**src/rtl/pixel_port_pkg.sv**
```systemverilog
package pixel_port_pkg;

  // Clock and pixel slot
  localparam int        MCLK_KHZ      = 10000;
  localparam int        SLOT_CYCLES   = 8;
  localparam logic [2:0] PH_CAPTURE   = 3'h3;
  localparam logic [2:0] PH_COMPUTE   = 3'h4;
  localparam logic [2:0] PH_DRAIN     = 3'h6;
  localparam logic [2:0] PH_LAST      = 3'h7;
  localparam logic [2:0] PH_EOC_END   = 3'h0;

  // Transfer gate pulse width
  localparam int        TR_NS         = 800;
  localparam int        TR_CYCLES_I   = (TR_NS * MCLK_KHZ) / 1000000;
  localparam logic [3:0] TR_CYCLES    = 4'(TR_CYCLES_I < 1 ? 1 : TR_CYCLES_I);

  // Clamp window bases in half-periods of the master clock
  localparam logic [5:0] CLAMP_BASE_NORMAL = 6'h02;
  localparam logic [5:0] CLAMP_BASE_EVODD  = 6'h12;
  localparam logic [3:0] SR_MAX            = 4'he;

  // Gain: 1 + code * 500 / 65536, close to 1 + code * 1.95 / 256
  localparam logic [8:0] PGA_NUM   = 9'h1f4;
  localparam int         PGA_SHIFT = 16;

  // Result path and reset values
  localparam int         DATA_W     = 8;
  localparam int         FIFO_DEPTH = 16;
  localparam logic [7:0] COEF_RESET = 8'h00;

  typedef enum logic [1:0] {
    ST_IDLE,
    ST_GATE,
    ST_CONVERT
  } line_state_e;

endpackage : pixel_port_pkg

```
**src/rtl/ccd_pixel_pipeline_port.sv**
```systemverilog
`timescale 1ns/1ps
module ccd_pixel_pipeline_port (
  // Clock and reset
  input  wire logic       mclk,
  input  wire logic       rstn,
  // Line control from the controller
  input  wire logic       line_sync,
  input  wire logic       output_enable_n,
  // Sample timing settings
  input  wire logic [3:0] signal_sample_position,
  input  wire logic [3:0] reference_sample_position,
  input  wire logic       even_odd_mode,
  // Gain coefficients, launched against our strobe
  input  wire logic [7:0] gain_coefficient_bus,
  output logic            coefficient_strobe,
  // Raw converter sample of the previous pixel
  input  wire logic [7:0] adc_sample,
  // Corrected results
  output logic [7:0]      pixel_result_bus,
  output logic            pixel_result_bus_oe,
  output logic            eoc_n,
  // Sensor side
  output logic            transfer_gate_pulse,
  output logic            clamp_close,
  output logic            clamp_half
);

  typedef struct packed {
    pixel_port_pkg::line_state_e state;
    logic [3:0] gate_cnt;
    logic [2:0] phase;
    logic       first_slot;
    logic       even_slot;
    logic       sync_s1;
    logic       sync_s2;
    logic       oen_s1;
    logic       oen_s2;
    logic [8:0] cfg_s1;
    logic [8:0] cfg_s2;
    logic       strobe;
    logic [7:0] coef_a;
    logic [7:0] coef_b;
    logic [7:0] coef_c;
    logic       cmp_valid;
    logic [7:0] cmp_data;
    logic [7:0] result;
    logic       oe;
    logic       eoc_n;
    logic       tr;
    logic [5:0] clamp_rem;
    logic       clamp;
    logic       clamp_half;
  } port_s;

  localparam port_s RESET_ST = '{
    state:      pixel_port_pkg::ST_IDLE,
    coef_a:     pixel_port_pkg::COEF_RESET,
    coef_b:     pixel_port_pkg::COEF_RESET,
    coef_c:     pixel_port_pkg::COEF_RESET,
    oen_s1:     1'b1,
    oen_s2:     1'b1,
    eoc_n:      1'b1,
    default:    '0
  };

  port_s       st_ff;
  port_s       nxt_st;
  logic        fifo_in_ready;
  logic        fifo_out_valid;
  logic [7:0]  fifo_out_data;
  logic        fifo_pop;
  logic        fifo_push;
  logic        fifo_flush;

  // Gain-corrected sample, saturated at full scale
  function automatic logic [7:0] pga_apply(input logic [7:0] smp, input logic [7:0] code);
    logic [24:0] prod;
    logic [9:0]  sum;
    prod = 25'(smp) * 25'(code) * 25'(pixel_port_pkg::PGA_NUM);
    // Ten bits: full-scale sample plus full gain must not wrap before saturation
    sum  = 10'(smp) + 10'(prod >> pixel_port_pkg::PGA_SHIFT);
    return (sum > 10'h0ff) ? 8'hff : sum[7:0];
  endfunction : pga_apply

  // Clamp length in half-periods; an inverted window gives no clamp
  function automatic logic [5:0] clamp_halves(input logic [3:0] ss, input logic [3:0] sr,
                                              input logic eo);
    logic [5:0] base;
    logic [3:0] srl;
    base = eo ? pixel_port_pkg::CLAMP_BASE_EVODD : pixel_port_pkg::CLAMP_BASE_NORMAL;
    srl  = (sr > pixel_port_pkg::SR_MAX) ? pixel_port_pkg::SR_MAX : sr;
    if (base + 6'(ss) > 6'(srl)) return base + 6'(ss) - 6'(srl);
    return 6'h00;
  endfunction : clamp_halves

  // Results queue between the gain stage and the output bus
  pixel_fifo #(
    .W (pixel_port_pkg::DATA_W),
    .D (pixel_port_pkg::FIFO_DEPTH)
  ) u_fifo (
    .mclk      (mclk),
    .rstn      (rstn),
    .flush     (fifo_flush),
    .in_valid  (st_ff.cmp_valid),
    .in_ready  (fifo_in_ready),
    .in_data   (st_ff.cmp_data),
    .out_valid (fifo_out_valid),
    .out_ready (fifo_pop),
    .out_data  (fifo_out_data)
  );

  // Handshake terms shared by the state update and the queue
  assign fifo_push  = st_ff.cmp_valid && fifo_in_ready;
  assign fifo_flush = (st_ff.state == pixel_port_pkg::ST_GATE);
  assign fifo_pop   = (st_ff.state == pixel_port_pkg::ST_CONVERT) &&
                      (st_ff.phase == pixel_port_pkg::PH_DRAIN) && fifo_out_valid;

  // Next-state logic for the whole port
  always_comb begin
    nxt_st = st_ff;

    // Sync, enable and setting pins pass two flops before use; coefficient and sample buses do not
    nxt_st.sync_s1 = line_sync;
    nxt_st.sync_s2 = st_ff.sync_s1;
    nxt_st.oen_s1  = output_enable_n;
    nxt_st.oen_s2  = st_ff.oen_s1;
    nxt_st.cfg_s1  = {even_odd_mode, signal_sample_position, reference_sample_position};
    nxt_st.cfg_s2  = st_ff.cfg_s1;

    // Bus drive follows the enable; lags the pin by the two sync flops and its own flop
    nxt_st.oe = !st_ff.oen_s2;

    // Gain stage output leaves once the queue takes it
    if (fifo_push) nxt_st.cmp_valid = 1'b0;

    // Default for the transfer gate pulse
    nxt_st.tr = 1'b0;

    unique case (st_ff.state)
      pixel_port_pkg::ST_IDLE: begin
        nxt_st.strobe = 1'b0;
        nxt_st.eoc_n  = 1'b1;
        if (st_ff.sync_s2) begin
          nxt_st.state    = pixel_port_pkg::ST_GATE;
          nxt_st.gate_cnt = pixel_port_pkg::TR_CYCLES;
          nxt_st.tr       = 1'b1;
        end
      end

      pixel_port_pkg::ST_GATE: begin
        // One gate pulse, then the first slot; coefficients back to unity gain
        nxt_st.coef_a    = pixel_port_pkg::COEF_RESET;
        nxt_st.coef_b    = pixel_port_pkg::COEF_RESET;
        nxt_st.coef_c    = pixel_port_pkg::COEF_RESET;
        nxt_st.cmp_valid = 1'b0;
        if (!st_ff.sync_s2) begin
          nxt_st.state = pixel_port_pkg::ST_IDLE;
        end else if (st_ff.gate_cnt > 4'h1) begin
          nxt_st.gate_cnt = st_ff.gate_cnt - 4'h1;
          nxt_st.tr       = 1'b1;
        end else begin
          nxt_st.state      = pixel_port_pkg::ST_CONVERT;
          nxt_st.phase      = 3'h0;
          nxt_st.first_slot = 1'b1;
          nxt_st.even_slot  = 1'b0;
          nxt_st.clamp_rem  = clamp_halves(st_ff.cfg_s2[7:4], st_ff.cfg_s2[3:0],
                                           st_ff.cfg_s2[8]);
        end
      end

      pixel_port_pkg::ST_CONVERT: begin
        // Runs until line sync falls; no pixel count anywhere
        if (!st_ff.sync_s2) begin
          nxt_st.state  = pixel_port_pkg::ST_IDLE;
          nxt_st.strobe = 1'b0;
          nxt_st.eoc_n  = 1'b1;
        end else begin
          nxt_st.phase = st_ff.phase + 3'h1;

          // Strobe high for the second half of every slot
          if (st_ff.phase == pixel_port_pkg::PH_CAPTURE) begin
            nxt_st.strobe = 1'b1;
            // Slot s takes the coefficient of pixel s+1, so pixel 1 never gets one
            nxt_st.coef_a = gain_coefficient_bus;
            nxt_st.coef_b = st_ff.coef_a;
            nxt_st.coef_c = st_ff.coef_b;
          end else if (st_ff.phase == pixel_port_pkg::PH_LAST) begin
            nxt_st.strobe = 1'b0;
          end

          // Result of pixel s-1 from coefficient captured two slots ago
          if (st_ff.phase == pixel_port_pkg::PH_COMPUTE && !st_ff.first_slot &&
              !st_ff.cmp_valid) begin
            nxt_st.cmp_data  = pga_apply(adc_sample, st_ff.coef_c);
            nxt_st.cmp_valid = 1'b1;
          end

          // End-of-conversion low for two cycles when a result is ready
          if (fifo_pop) begin
            nxt_st.result = fifo_out_data;
            nxt_st.eoc_n  = 1'b0;
          end else if (st_ff.phase == pixel_port_pkg::PH_EOC_END) begin
            nxt_st.eoc_n = 1'b1;
          end

          // Slot boundary: reload the clamp window
          if (st_ff.phase == pixel_port_pkg::PH_LAST) begin
            nxt_st.first_slot = 1'b0;
            nxt_st.even_slot  = !st_ff.even_slot;
            // Even/odd sensors clamp across a pixel pair, so reload every second slot
            if (!st_ff.cfg_s2[8] || st_ff.even_slot) begin
              nxt_st.clamp_rem = clamp_halves(st_ff.cfg_s2[7:4], st_ff.cfg_s2[3:0],
                                              st_ff.cfg_s2[8]);
            end
          end
        end
      end
    endcase

    // Clamp window counted down in half-periods, two per cycle
    if (st_ff.state == pixel_port_pkg::ST_CONVERT && st_ff.sync_s2) begin
      nxt_st.clamp      = (st_ff.clamp_rem != 6'h00);
      nxt_st.clamp_half = (st_ff.clamp_rem == 6'h01);
      if (st_ff.phase != pixel_port_pkg::PH_LAST ||
          (st_ff.cfg_s2[8] && !st_ff.even_slot)) begin
        nxt_st.clamp_rem = (st_ff.clamp_rem > 6'h02) ? st_ff.clamp_rem - 6'h02 : 6'h00;
      end
    end else begin
      nxt_st.clamp      = 1'b0;
      nxt_st.clamp_half = 1'b0;
      if (st_ff.state != pixel_port_pkg::ST_GATE) nxt_st.clamp_rem = 6'h00;
    end
  end

  // Single state register
  always_ff @(posedge mclk or negedge rstn) begin
    if (!rstn) st_ff <= RESET_ST;
    else st_ff <= nxt_st;
  end

  // All outputs straight from flops
  assign coefficient_strobe  = st_ff.strobe;
  assign pixel_result_bus    = st_ff.result;
  assign pixel_result_bus_oe = st_ff.oe;
  assign eoc_n               = st_ff.eoc_n;
  assign transfer_gate_pulse = st_ff.tr;
  assign clamp_close         = st_ff.clamp;
  assign clamp_half          = st_ff.clamp_half;

endmodule : ccd_pixel_pipeline_port

```
**src/rtl/pixel_fifo.sv**
```systemverilog
`timescale 1ns/1ps
module pixel_fifo #(
  parameter int W = 8,
  parameter int D = 16
) (
  // Clock and reset
  input  wire logic         mclk,
  input  wire logic         rstn,
  input  wire logic         flush,
  // Fill side
  input  wire logic         in_valid,
  output logic              in_ready,
  input  wire logic [W-1:0] in_data,
  // Drain side
  output logic              out_valid,
  input  wire logic         out_ready,
  output logic [W-1:0]      out_data
);

  localparam int AW = $clog2(D);

  typedef struct packed {
    logic [AW-1:0] wr;
    logic [AW-1:0] rd;
    logic [AW:0]   cnt;
  } fifo_s;

  fifo_s        st_ff;
  fifo_s        nxt_st;
  logic [W-1:0] mem [D];
  logic         push;
  logic         pop;

  // Honest flags straight from the count
  assign in_ready  = (st_ff.cnt != (AW+1)'(D));
  assign out_valid = (st_ff.cnt != '0);
  assign out_data  = mem[st_ff.rd];
  assign push      = in_valid && in_ready && !flush;
  assign pop       = out_valid && out_ready && !flush;

  // Pointer and count update; flush wins over both sides
  always_comb begin
    nxt_st = st_ff;
    if (flush) begin
      nxt_st = '0;
    end else begin
      if (push) nxt_st.wr = st_ff.wr + AW'(1);
      if (pop) nxt_st.rd = st_ff.rd + AW'(1);
      nxt_st.cnt = st_ff.cnt + (AW+1)'(push) - (AW+1)'(pop);
    end
  end

  always_ff @(posedge mclk or negedge rstn) begin
    if (!rstn) st_ff <= '0;
    else st_ff <= nxt_st;
  end

  // Storage has no reset; contents only matter behind the count
  always_ff @(posedge mclk) begin
    if (push) mem[st_ff.wr] <= in_data;
  end

endmodule : pixel_fifo

```
**config.mk**
```make
export PLATFORM = sky130hd
export DESIGN_NAME = ccd_pixel_pipeline_port
export DESIGN_NICKNAME = d
export VERILOG_FILES = /design/src/rtl/pixel_port_pkg.sv /design/src/rtl/ccd_pixel_pipeline_port.sv /design/src/rtl/pixel_fifo.sv
export SDC_FILE = /design/constraint.sdc
export NUM_CORES = 1
export LEC_CHECK = 0
export BUFFER_PORTS_ARGS = -buffer_cell sky130_fd_sc_hd__buf_2
export CAP_MARGIN = 20
export CORE_UTILIZATION = 62
export DETAILED_ROUTE_END_ITERATION = 12
export GPL_ROUTABILITY_DRIVEN = 0
export GPL_TIMING_DRIVEN = 1
export PLACE_DENSITY = 0.84
export SETUP_SLACK_MARGIN = 0.02
export SYNTH_ARGS = -nofsm -noshare
export SYNTH_HDL_FRONTEND = slang
export SYNTH_SLANG_ARGS = --single-unit
```
**constraint.sdc**
```tcl
create_clock -name mclk -period 12.3 [get_ports mclk]
set_clock_uncertainty 0.2 [all_clocks]
set_input_delay 0.615 -clock mclk [delete_from_list [all_inputs] [get_ports mclk]]
set_output_delay 0.615 -clock mclk [all_outputs]
set_load 0.01 [all_outputs]
```
==> results of run 1 <==
flip-flops by register name, indices dropped and copies added, names as in the netlist:
signal,flops
clamp_half,1
pixel_result_bus_oe,1
eoc_n,1
clamp_close,1
st_ff,61
u_fifo.mem,128
u_fifo.st_ff,13
nxt_st,11
transfer_gate_pulse,1
coefficient_strobe,1
pixel_result_bus,8
placed cells by master, fill, tap and decap left out, types with 10 or more instances in the layout:
cell	n
nor2_1	55
nor2b_1	15
ha_1	115
fa_1	82
a21o_1	16
mux4_2	40
and2_1	60
clkbuf_16	23
edfxtp_1	128
a31oi_1	10
nor3_1	13
dfrtp_1	94
nand2_1	109
xor2_1	18
nand3_1	11
buf_2	41
inv_1	147
o21ai_0	65
a21oi_1	35
xnor2_1	38
mux2_2	12
path summary, 6_finish.rpt:
check / start / slack (ps) / to
max: st_ff[35] / 2050 / st_ff[22]
min in group asynchronous: rstn / 340 / u_fifo.st_ff[8]
min reg2reg: nxt_st[59] / 140 / st_ff[59]
min: reference_sample_position[1] / 20 / nxt_st[54]
max in group asynchronous: rstn / 10660 / nxt_st[71]
max reg2reg: st_ff[35] / 2050 / st_ff[22]
final cells by class:
type	count	area (µm²)
multi-input combinational	797	7370
fill	1557	7060
clock buffer	32	639
timing repair buffer	52	315
sequential	227	6330
clock inverter	10	86.3
inverter	148	556
tap	285	357
power breakdown:
part	internal, mW	switching, mW
sequential	0.822	0.0246
clock	0.386	0.284
combinational	0.0914	0.190
cell families (layout without fill, tap and decap cells):
group | Yosys count | in the layout | share of synthesized area (%)
buffers and inverters | 187 | 242 | 5.11
xor gates and xnor gates | 56 | 56 | 3.41
muxes | 56 | 56 | 7.47
and+or+nand+nor | 302 | 302 | 10.2
adders and majority gates | 199 | 199 | 21.5
AOI/OAI and AO/OA | 184 | 184 | 8.32
DFF | 227 | 227 | 43.9
per-layer routing:
metal  vias up  track usage (%)  part of all wire [%]
met2       196             46.8                    53
met3        45             2.89                   3.8
met5         -                0                     0
li1       4265                -                     -
met4         0             6.65                   2.0
met1      4546             32.4                    41
per-stage QoR:
stage	setup slack, ps	power, mW
final	2050	1.80
after global routing	1240	1.88
after CTS	2000	1.80
after detailed placement	1860	1.13
after global placement	2050	1.13
after floorplan	2830	1.06
==> results.py, run 1 <==
metrics = {
    "cells_and_area": {
        "drive_above_1_share_pct": 12.6,
        "final_util_pct": 68.9,
        "area_delta_synth_final_pct": 8.64,
        "final_nets": 1475,
        "antenna_cells": 0,
        "layoutNonFillerInstCount": 1551,
        "fin_area_um2": 15600,
    },
    "synth": {
        "syn_inst": 1211,
        "yosys.cell_count.top_type": "inv_1",
        "synth_ff_type": "edfxtp_1",
        "synth.avg_cell_area_um2": 11.9,
        "yosysSeqAreaShare_pct": 43.9,
        "ys_async_sr_fraction_pct": 43.6,
        "syn_area_um2": 14400,
        "yosys_warnings": 0,
        "yosysUniqueCellTypes": 65,
        "synth-edff-count": 128,
        "synth_seq_cells": 227,
        "post-synth-top-area-fraction_pct": 26.7,
        "yosys.area.top_type": "edfxtp_1",
        "syn-num-nets": 1437,
        "ys_top_cells_by_count": "inv_1, edfxtp_1, ha_1, nand2_1, dfrtp_1",
        "yosys-top-cells-area": "edfxtp_1, dfrtp_1, fa_1, ha_1, mux4_2",
    },
    "grt": {
        "grt_use_total_pct": 25.6,
        "grt_pass1_wl_um": 48100,
        "gr-total-overflow": 0,
        "antenna_found_initial": 0,
        "grt_pass1_vias": 9709,
        "grt_max_degree": 80,
    },
    "floorplan": {
        "dieArea_um2": 23800,
        "die_w_um": 154,
        "initial_core_util_pct": 63.4,
        "coreArea_um2": 22700,
        "fp.dieH_um": 154,
        "ios": 43,
        "rows": 55,
    },
    "sta": {
        "setup_viol": 0,
        "tns_ps": 0,
        "rsz0062_at_grt": "false",
        "holdWs_ps": 19.6,
        "max_slew_margin_pct": 34.6,
        "fin_crit_sh_pct": 83.3,
        "fin_crit_ps": 10250,
        "hold_viol": 0,
        "drv_slew": 0,
        "worst_pin_slew_ps": 977,
        "fmax_ghz": 0.0976,
    },
    "routing": {
        "drtIter0Drc": 516,
        "avgViaCountPerCell": 5.84,
        "num_vias": 9052,
        "drc": 0,
        "wl_per_cell_um": 18.5,
        "drt_first_pass_iters": 5,
        "final_antenna_net_count": 0,
        "drt-total-wl_um": 28700,
    },
    "critical_path": {
        "crit_buf_inv": 5,
        "slowest_delay_ps": 550,
        "critical_path.top_delay_family": "adder cells",
        "startpoint_type": "register",
        "rr_worst_depth": 35,
        "required_ps": 12500,
        "critical_path_class": "register to register",
        "crit_cells": 35,
        "arrival_ps": 10450,
        "cp_common_cell": "fa_1",
        "crit_fanout": 9,
        "worst_setup_path_end_kind": "register",
        "cpMaxStageDelayCell": "dfrtp_1",
    },
    "clocking": {
        "cts_buffers": 23,
        "clk_pin_slew_ps": 60,
        "clock_latency_ps": 500,
        "cts_sinks": 227,
        "cts_hold_buf": 2,
        "post-cts-setup-buffers": 0,
        "cts_buffer_depth": 3,
        "cts_tree": "built",
        "clockRootBuffer": "clkbuf_16",
        "cts_resized": 0,
        "htreeDepth": 1,
    },
    "pwr": {
        "p_per_area_nw_per_um2": 115,
        "static-leakage-power_nw": 7.23,
        "vdd_drop_max_uv": 92.8,
    },
    "status": {
        "status": "finished, final reports clean",
    },
    "place": {
        "placed_cell_area_um2": 14900,
        "placed_cells": 1505,
        "post-dp-hpwl_um": 20200,
        "io_buffers": 42,
    },
    "flow_run": {
        "cap_viol_max_count": 0,
    },
    "worst_hold_path": {
        "hold_depth": 1,
        "hp-class": "input port to register",
    },
}
No activity file was read; power rests on OpenSTA's default activity.
==> run 2: changes to the inputs <==
Settings changed: CORE_UTILIZATION 62 to 57, PLACE_DENSITY 0.84 to 0.82.
Clock period 12.3 ns to 8.6 ns, I/O delays scaled along.
==> results.py, run 2 (synthesis gave the netlist of run 1 again) <==
metrics = {
    "routing": {
        "wirelength_met1_um": 12600,
        "avgViaCountPerCell": 5.68,
        "drt-total-wl_um": 30800,
        "drc": 0,
        "top_layer": "met4",
        "final_antenna_net_count": 0,
        "drt_first_pass_iters": 5,
        "met3WireLength_um": 1290,
        "drtIter0Drc": 635,
        "wl_per_cell_um": 18.0,
        "num_vias": 9692,
        "wl_met2_um": 16200,
    },
    "critical_path": {
        "slowest_delay_ps": 560,
        "startpoint_type": "register",
        "required_ps": 8830,
        "critical_path_class": "register to register",
        "worst_setup_path_end_kind": "register",
        "arrival_ps": 9130,
        "cpMaxStageDelayCell": "fa_1",
        "cp_common_cell": "fa_1",
        "crit_fanout": 7,
    },
    "place": {
        "placed_cell_area_um2": 15800,
        "io_buffers": 42,
        "post-dp-hpwl_um": 21800,
    },
    "pwr": {
        "clock_power_share_pct": 38.2,
        "switching_power_mw": 0.726,
        "finalPower_mw": 2.63,
        "pwr-share-seq_pct": 46.0,
        "p_per_area_nw_per_um2": 154,
        "static-leakage-power_nw": 7.89,
        "comb_power_share_pct": 15.8,
        "internal_power_mw": 1.91,
        "vdd_drop_max_uv": 145,
        "swShare_pct": 27.5,
    },
    "clocking": {
        "cts_buffers": 23,
        "cts_tree": "built",
        "clk_pin_slew_ps": 60,
        "htreeDepth": 1,
        "cts_buffer_depth": 3,
        "clockRootBuffer": "clkbuf_16",
        "clock_latency_ps": 520,
        "cts_sinks": 227,
    },
    "sta": {
        "fin_crit_sh_pct": 103,
        "fin_crit_ps": 8900,
        "setup_viol": 8,
        "rsz0062_at_grt": "true",
        "fmax_ghz": 0.112,
        "max_slew_margin_pct": 34.4,
        "worst_slack_ps": -296,
        "drv_slew": 0,
        "holdWs_ps": 3.71,
        "worst_pin_slew_ps": 985,
        "hold_viol": 0,
    },
    "grt": {
        "grt_pass1_vias": 10300,
        "grt_use_total_pct": 24.7,
        "gr-total-overflow": 0,
        "antenna_found_initial": 0,
        "grt_pass1_wl_um": 51100,
        "grt_max_degree": 80,
    },
    "flow_run": {
        "cap_viol_max_count": 0,
    },
    "cells_and_area": {
        "final_nets": 1591,
        "regMostFlops": "u_fifo.mem",
        "top_regs": "u_fifo.mem (128), st_ff (61), u_fifo.st_ff (13)",
        "drive_above_1_share_pct": 23.5,
        "layout_common_cells": "inv_1, edfxtp_1, nand2_1",
        "antenna_cells": 0,
        "fin_area_um2": 17100,
        "area_delta_synth_final_pct": 18.6,
        "n_fill_cell": 1624,
        "layout_commonest_cell": "inv_1",
        "largest_register_ff_count": 128,
    },
    "floorplan": {
        "die_w_um": 161,
        "coreArea_um2": 24500,
        "dieArea_um2": 25900,
        "initial_core_util_pct": 58.7,
        "fp.dieH_um": 161,
        "ios": 43,
        "rows": 57,
    },
    "status": {
        "violations": "setup timing",
        "status": "finished, violations left",
    },
    "worst_hold_path": {
        "hp-class": "input port to register",
    },
}
run 2: cell count changes in the layout (fill, tap and decap cells not counted), moves of 7 or more:
cell / delta
buf_4: +98
dlygate4sd3_1: +15
ha_1: -10
ha_4: +10
xnor2_1: -10
xnor2_2: +8
a21oi_1: -7
and2_1: -7
and2_4: +7
run 2: path summary, 6_finish.rpt:
kind / endpoint / cells past startpoint / startpoint / slack, ps
min in group asynchronous: u_fifo.st_ff[3] / 2 / rstn / 130
worst max register to register: st_ff[20] / 34 / st_ff[33] / -300
max in group asynchronous: st_ff[35] / 3 / rstn / 6720
worst min register to register: st_ff[59] / 0 / nxt_st[59] / 140
worst min-delay path: st_ff[46] / 3 / gain_coefficient_bus[2] / 4
worst max-delay path: st_ff[20] / 34 / st_ff[33] / -300
run 2: worst max-delay path: cells and delay by family (launching register included):
| kind | cells | cell delay [ps] |
|---|---|---|
| xor gates and xnor gates | 2 | 200 |
| and+or+nand+nor | 2 | 320 |
| buffers and inverters | 5 | 310 |
| DFF | 1 | 440 |
| adders and majority gates | 11 | 4590 |
| AOI/OAI and AO/OA | 14 | 2740 |
run 2: power groups by stage:
stage	registers (mW)	clock network, mW	logic (mW)
final	1.21	1.01	0.417
after global routing	1.22	1.06	0.469
after CTS	1.21	1.02	0.409
after detailed placement	1.23	0	0.398
after global placement	1.23	0	0.385
after floorplan	1.22	0	0.292
run 2: cell type report:
type / count / area (µm²) / area share [%]
clock buffers: 26 / 597 / 3.49
clock inverters: 16 / 169 / 0.989
inverters: 148 / 556 / 3.25
multi-input cells: 797 / 7810 / 45.7
flip-flops and latches: 227 / 6330 / 37.1
well taps: 324 / 405 / 2.37
repair buffers: 168 / 1220 / 7.13
run 2: per-stage QoR:
stage / setup slack [ps] / std cells / TNS [ps] / utilization, %
after detailed placement: -588 / 1634 / -4430 / 64.3
after global routing: -659 / 1706 / -4910 / 69.6
final: -296 / 1706 / -2140 / 69.6
after floorplan: 20.2 / 1211 / 0 / -
after global placement: -351 / 1634 / -2690 / 64.3
after CTS: -227 / 1705 / -1550 / 69.3
run 2: routing by layer:
| metal | global-route usage, % | up-vias |
|---|---|---|
| li1 | - | 4509 |
| met1 | 31.4 | 4872 |
| met2 | 45.3 | 256 |
| met3 | 2.43 | 55 |
| met4 | 5.87 | 0 |
| met5 | 0 | - |
run 2: repair_timing:
action | CTS | global route
endpoints found under the hold margin | 37 | 0
buffers inserted | 11 | 1
hold buffers | 18 | 0
gates resized for setup | 47 | 14
endpoints found under the setup margin | 8 | 8
pin swaps | 43 | 17
==> run 3: changes to the inputs <==
Settings changed: CORE_MARGIN set to 2.
==> results.py, run 3 (synthesis gave the netlist of run 1 again) <==
metrics = {
    "floorplan": {
        "dieArea_um2": 26600,
        "coreArea_um2": 25000,
        "die_w_um": 163,
        "rows": 58,
        "initial_core_util_pct": 57.7,
        "fp.dieH_um": 163,
        "ios": 43,
    },
    "routing": {
        "final_antenna_net_count": 0,
        "drc": 0,
        "drt_first_pass_iters": 5,
        "drtIter0Drc": 716,
        "num_vias": 9771,
        "drt-total-wl_um": 32000,
        "wl_per_cell_um": 18.5,
        "avgViaCountPerCell": 5.64,
    },
    "clocking": {
        "cts_sinks": 227,
        "clk_pin_slew_ps": 70,
        "cts_buffer_depth": 3,
        "clock_latency_ps": 520,
        "clockRootBuffer": "clkbuf_16",
        "htreeDepth": 1,
        "cts_tree": "built",
        "cts_buffers": 24,
    },
    "grt": {
        "grt_pass1_vias": 10300,
        "grt_pass1_wl_um": 52600,
        "grt_max_degree": 86,
        "gr-total-overflow": 0,
        "grt_use_total_pct": 25.0,
        "antenna_found_initial": 0,
    },
    "critical_path": {
        "crit_fanout": 7,
        "slowest_delay_ps": 560,
        "required_ps": 8830,
        "cp_common_cell": "fa_1",
        "crit_buf_inv": 7,
        "critical_path_class": "register to register",
        "worst_setup_path_end_kind": "register",
        "arrival_ps": 9190,
        "critical_path.top_delay_family": "adder cells",
        "cpMaxStageDelayCell": "fa_1",
        "startpoint_type": "register",
    },
    "cells_and_area": {
        "antenna_cells": 0,
        "final_nets": 1609,
        "layout_common_cells": "inv_1, edfxtp_1, buf_4",
        "largest_register_ff_count": 128,
        "drive_above_1_share_pct": 25.1,
        "regMostFlops": "u_fifo.mem",
        "fin_area_um2": 17300,
        "area_delta_synth_final_pct": 19.9,
        "layout_commonest_cell": "inv_1",
        "top_regs": "u_fifo.mem (128), st_ff (61), u_fifo.st_ff (13)",
        "final_util_pct": 69.2,
    },
    "sta": {
        "fin_crit_ps": 8950,
        "hold_viol": 0,
        "fin_crit_sh_pct": 104,
        "drv_slew": 0,
        "max_slew_margin_pct": 36.2,
        "rsz0062_at_grt": "true",
        "worst_pin_slew_ps": 954,
        "setup_viol": 8,
        "fmax_ghz": 0.112,
        "worst_slack_ps": -354,
        "holdWs_ps": 7.43,
    },
    "place": {
        "post-dp-hpwl_um": 22200,
        "placed_cell_area_um2": 15800,
        "io_buffers": 42,
    },
    "worst_hold_path": {
        "hp-class": "input port to register",
    },
    "flow_run": {
        "cap_viol_max_count": 0,
    },
    "pwr": {
        "p_per_area_nw_per_um2": 153,
        "finalPower_mw": 2.64,
        "vdd_drop_max_uv": 134,
        "static-leakage-power_nw": 7.99,
    },
    "status": {
        "status": "finished, violations left",
        "violations": "setup timing",
    },
}
==> run 3: cell types whose count changed in the layout (fill, tap and decap cells not counted), sizes merged <==
cell | previous run | this run
inv | 149 | 148
buf | 150 | 167
bufinv | 3 | 2
clkinv | 12 | 10
clkbuf | 26 | 32
==> run 3: layout make-up <==
class,count,area [µm²]
clock buffers,32,641
clock inverters,12,121
well taps,330,413
fillers,1657,7700
flip-flops and latches,227,6330
repair buffers,185,1360
inverters,148,556
multi-input cells,797,7840
==> run 3: path summary, 6_finish.rpt <==
| path | slack [ps] | startpoint | endpoint | depth (start not counted) |
|---|---|---|---|---|
| hold reg to reg | 140 | nxt_st[60] | st_ff[60] | 0 |
| min in group asynchronous | 110 | rstn | u_fifo.st_ff[8] | 2 |
| setup reg to reg | -350 | st_ff[32] | st_ff[24] | 34 |
| setup / recovery | -350 | st_ff[32] | st_ff[24] | 34 |
| max in group asynchronous | 7050 | rstn | nxt_st[71] | 4 |
| hold / removal | 7 | gain_coefficient_bus[1] | st_ff[45] | 3 |
==> run 3: metrics by stage <==
step,setup TNS [ps],setup WS [ps],instances
detailed placement,-4390,-580,1643
finish,-2520,-354,1731
CTS,-1580,-229,1724
floorplan,0,20.2,1211
global placement,-3080,-406,1643
global route,-4950,-657,1731
==> run 3: report_power, final <==
group	switching [mW]	internal (mW)
combinational	0.279	0.143
clock	0.421	0.586
sequential	0.0351	1.18
==> run 3: layer usage <==
layer	up-vias	track usage, %	part of all wire (%)
met2	269	45.1	53
met3	62	2.75	4.2
li1	4533	-	-
met5	-	0	0
met4	0	7.32	2.4
met1	4907	32.0	40
==> run 3: worst register-to-register path: cells and delay by family (launching register included) <==
kind / cells / cell delay (ps)
adder cells (fa/ha/maj): 11 / 4570
XOR/XNOR: 2 / 250
buffers and inverters: 7 / 570
AND/OR/NAND/NOR: 1 / 190
AO/OA/AOI/OAI: 13 / 2640
flip-flops: 1 / 470
==> run 3: what timing repair did <==
action	CTS	global route
buffers inserted	19	6
hold buffers	18	0
endpoints found under the hold margin	31	0
gates cloned	0	0
setup endpoints to repair	8	8
resized for setup	48	23
pin swaps	45	25
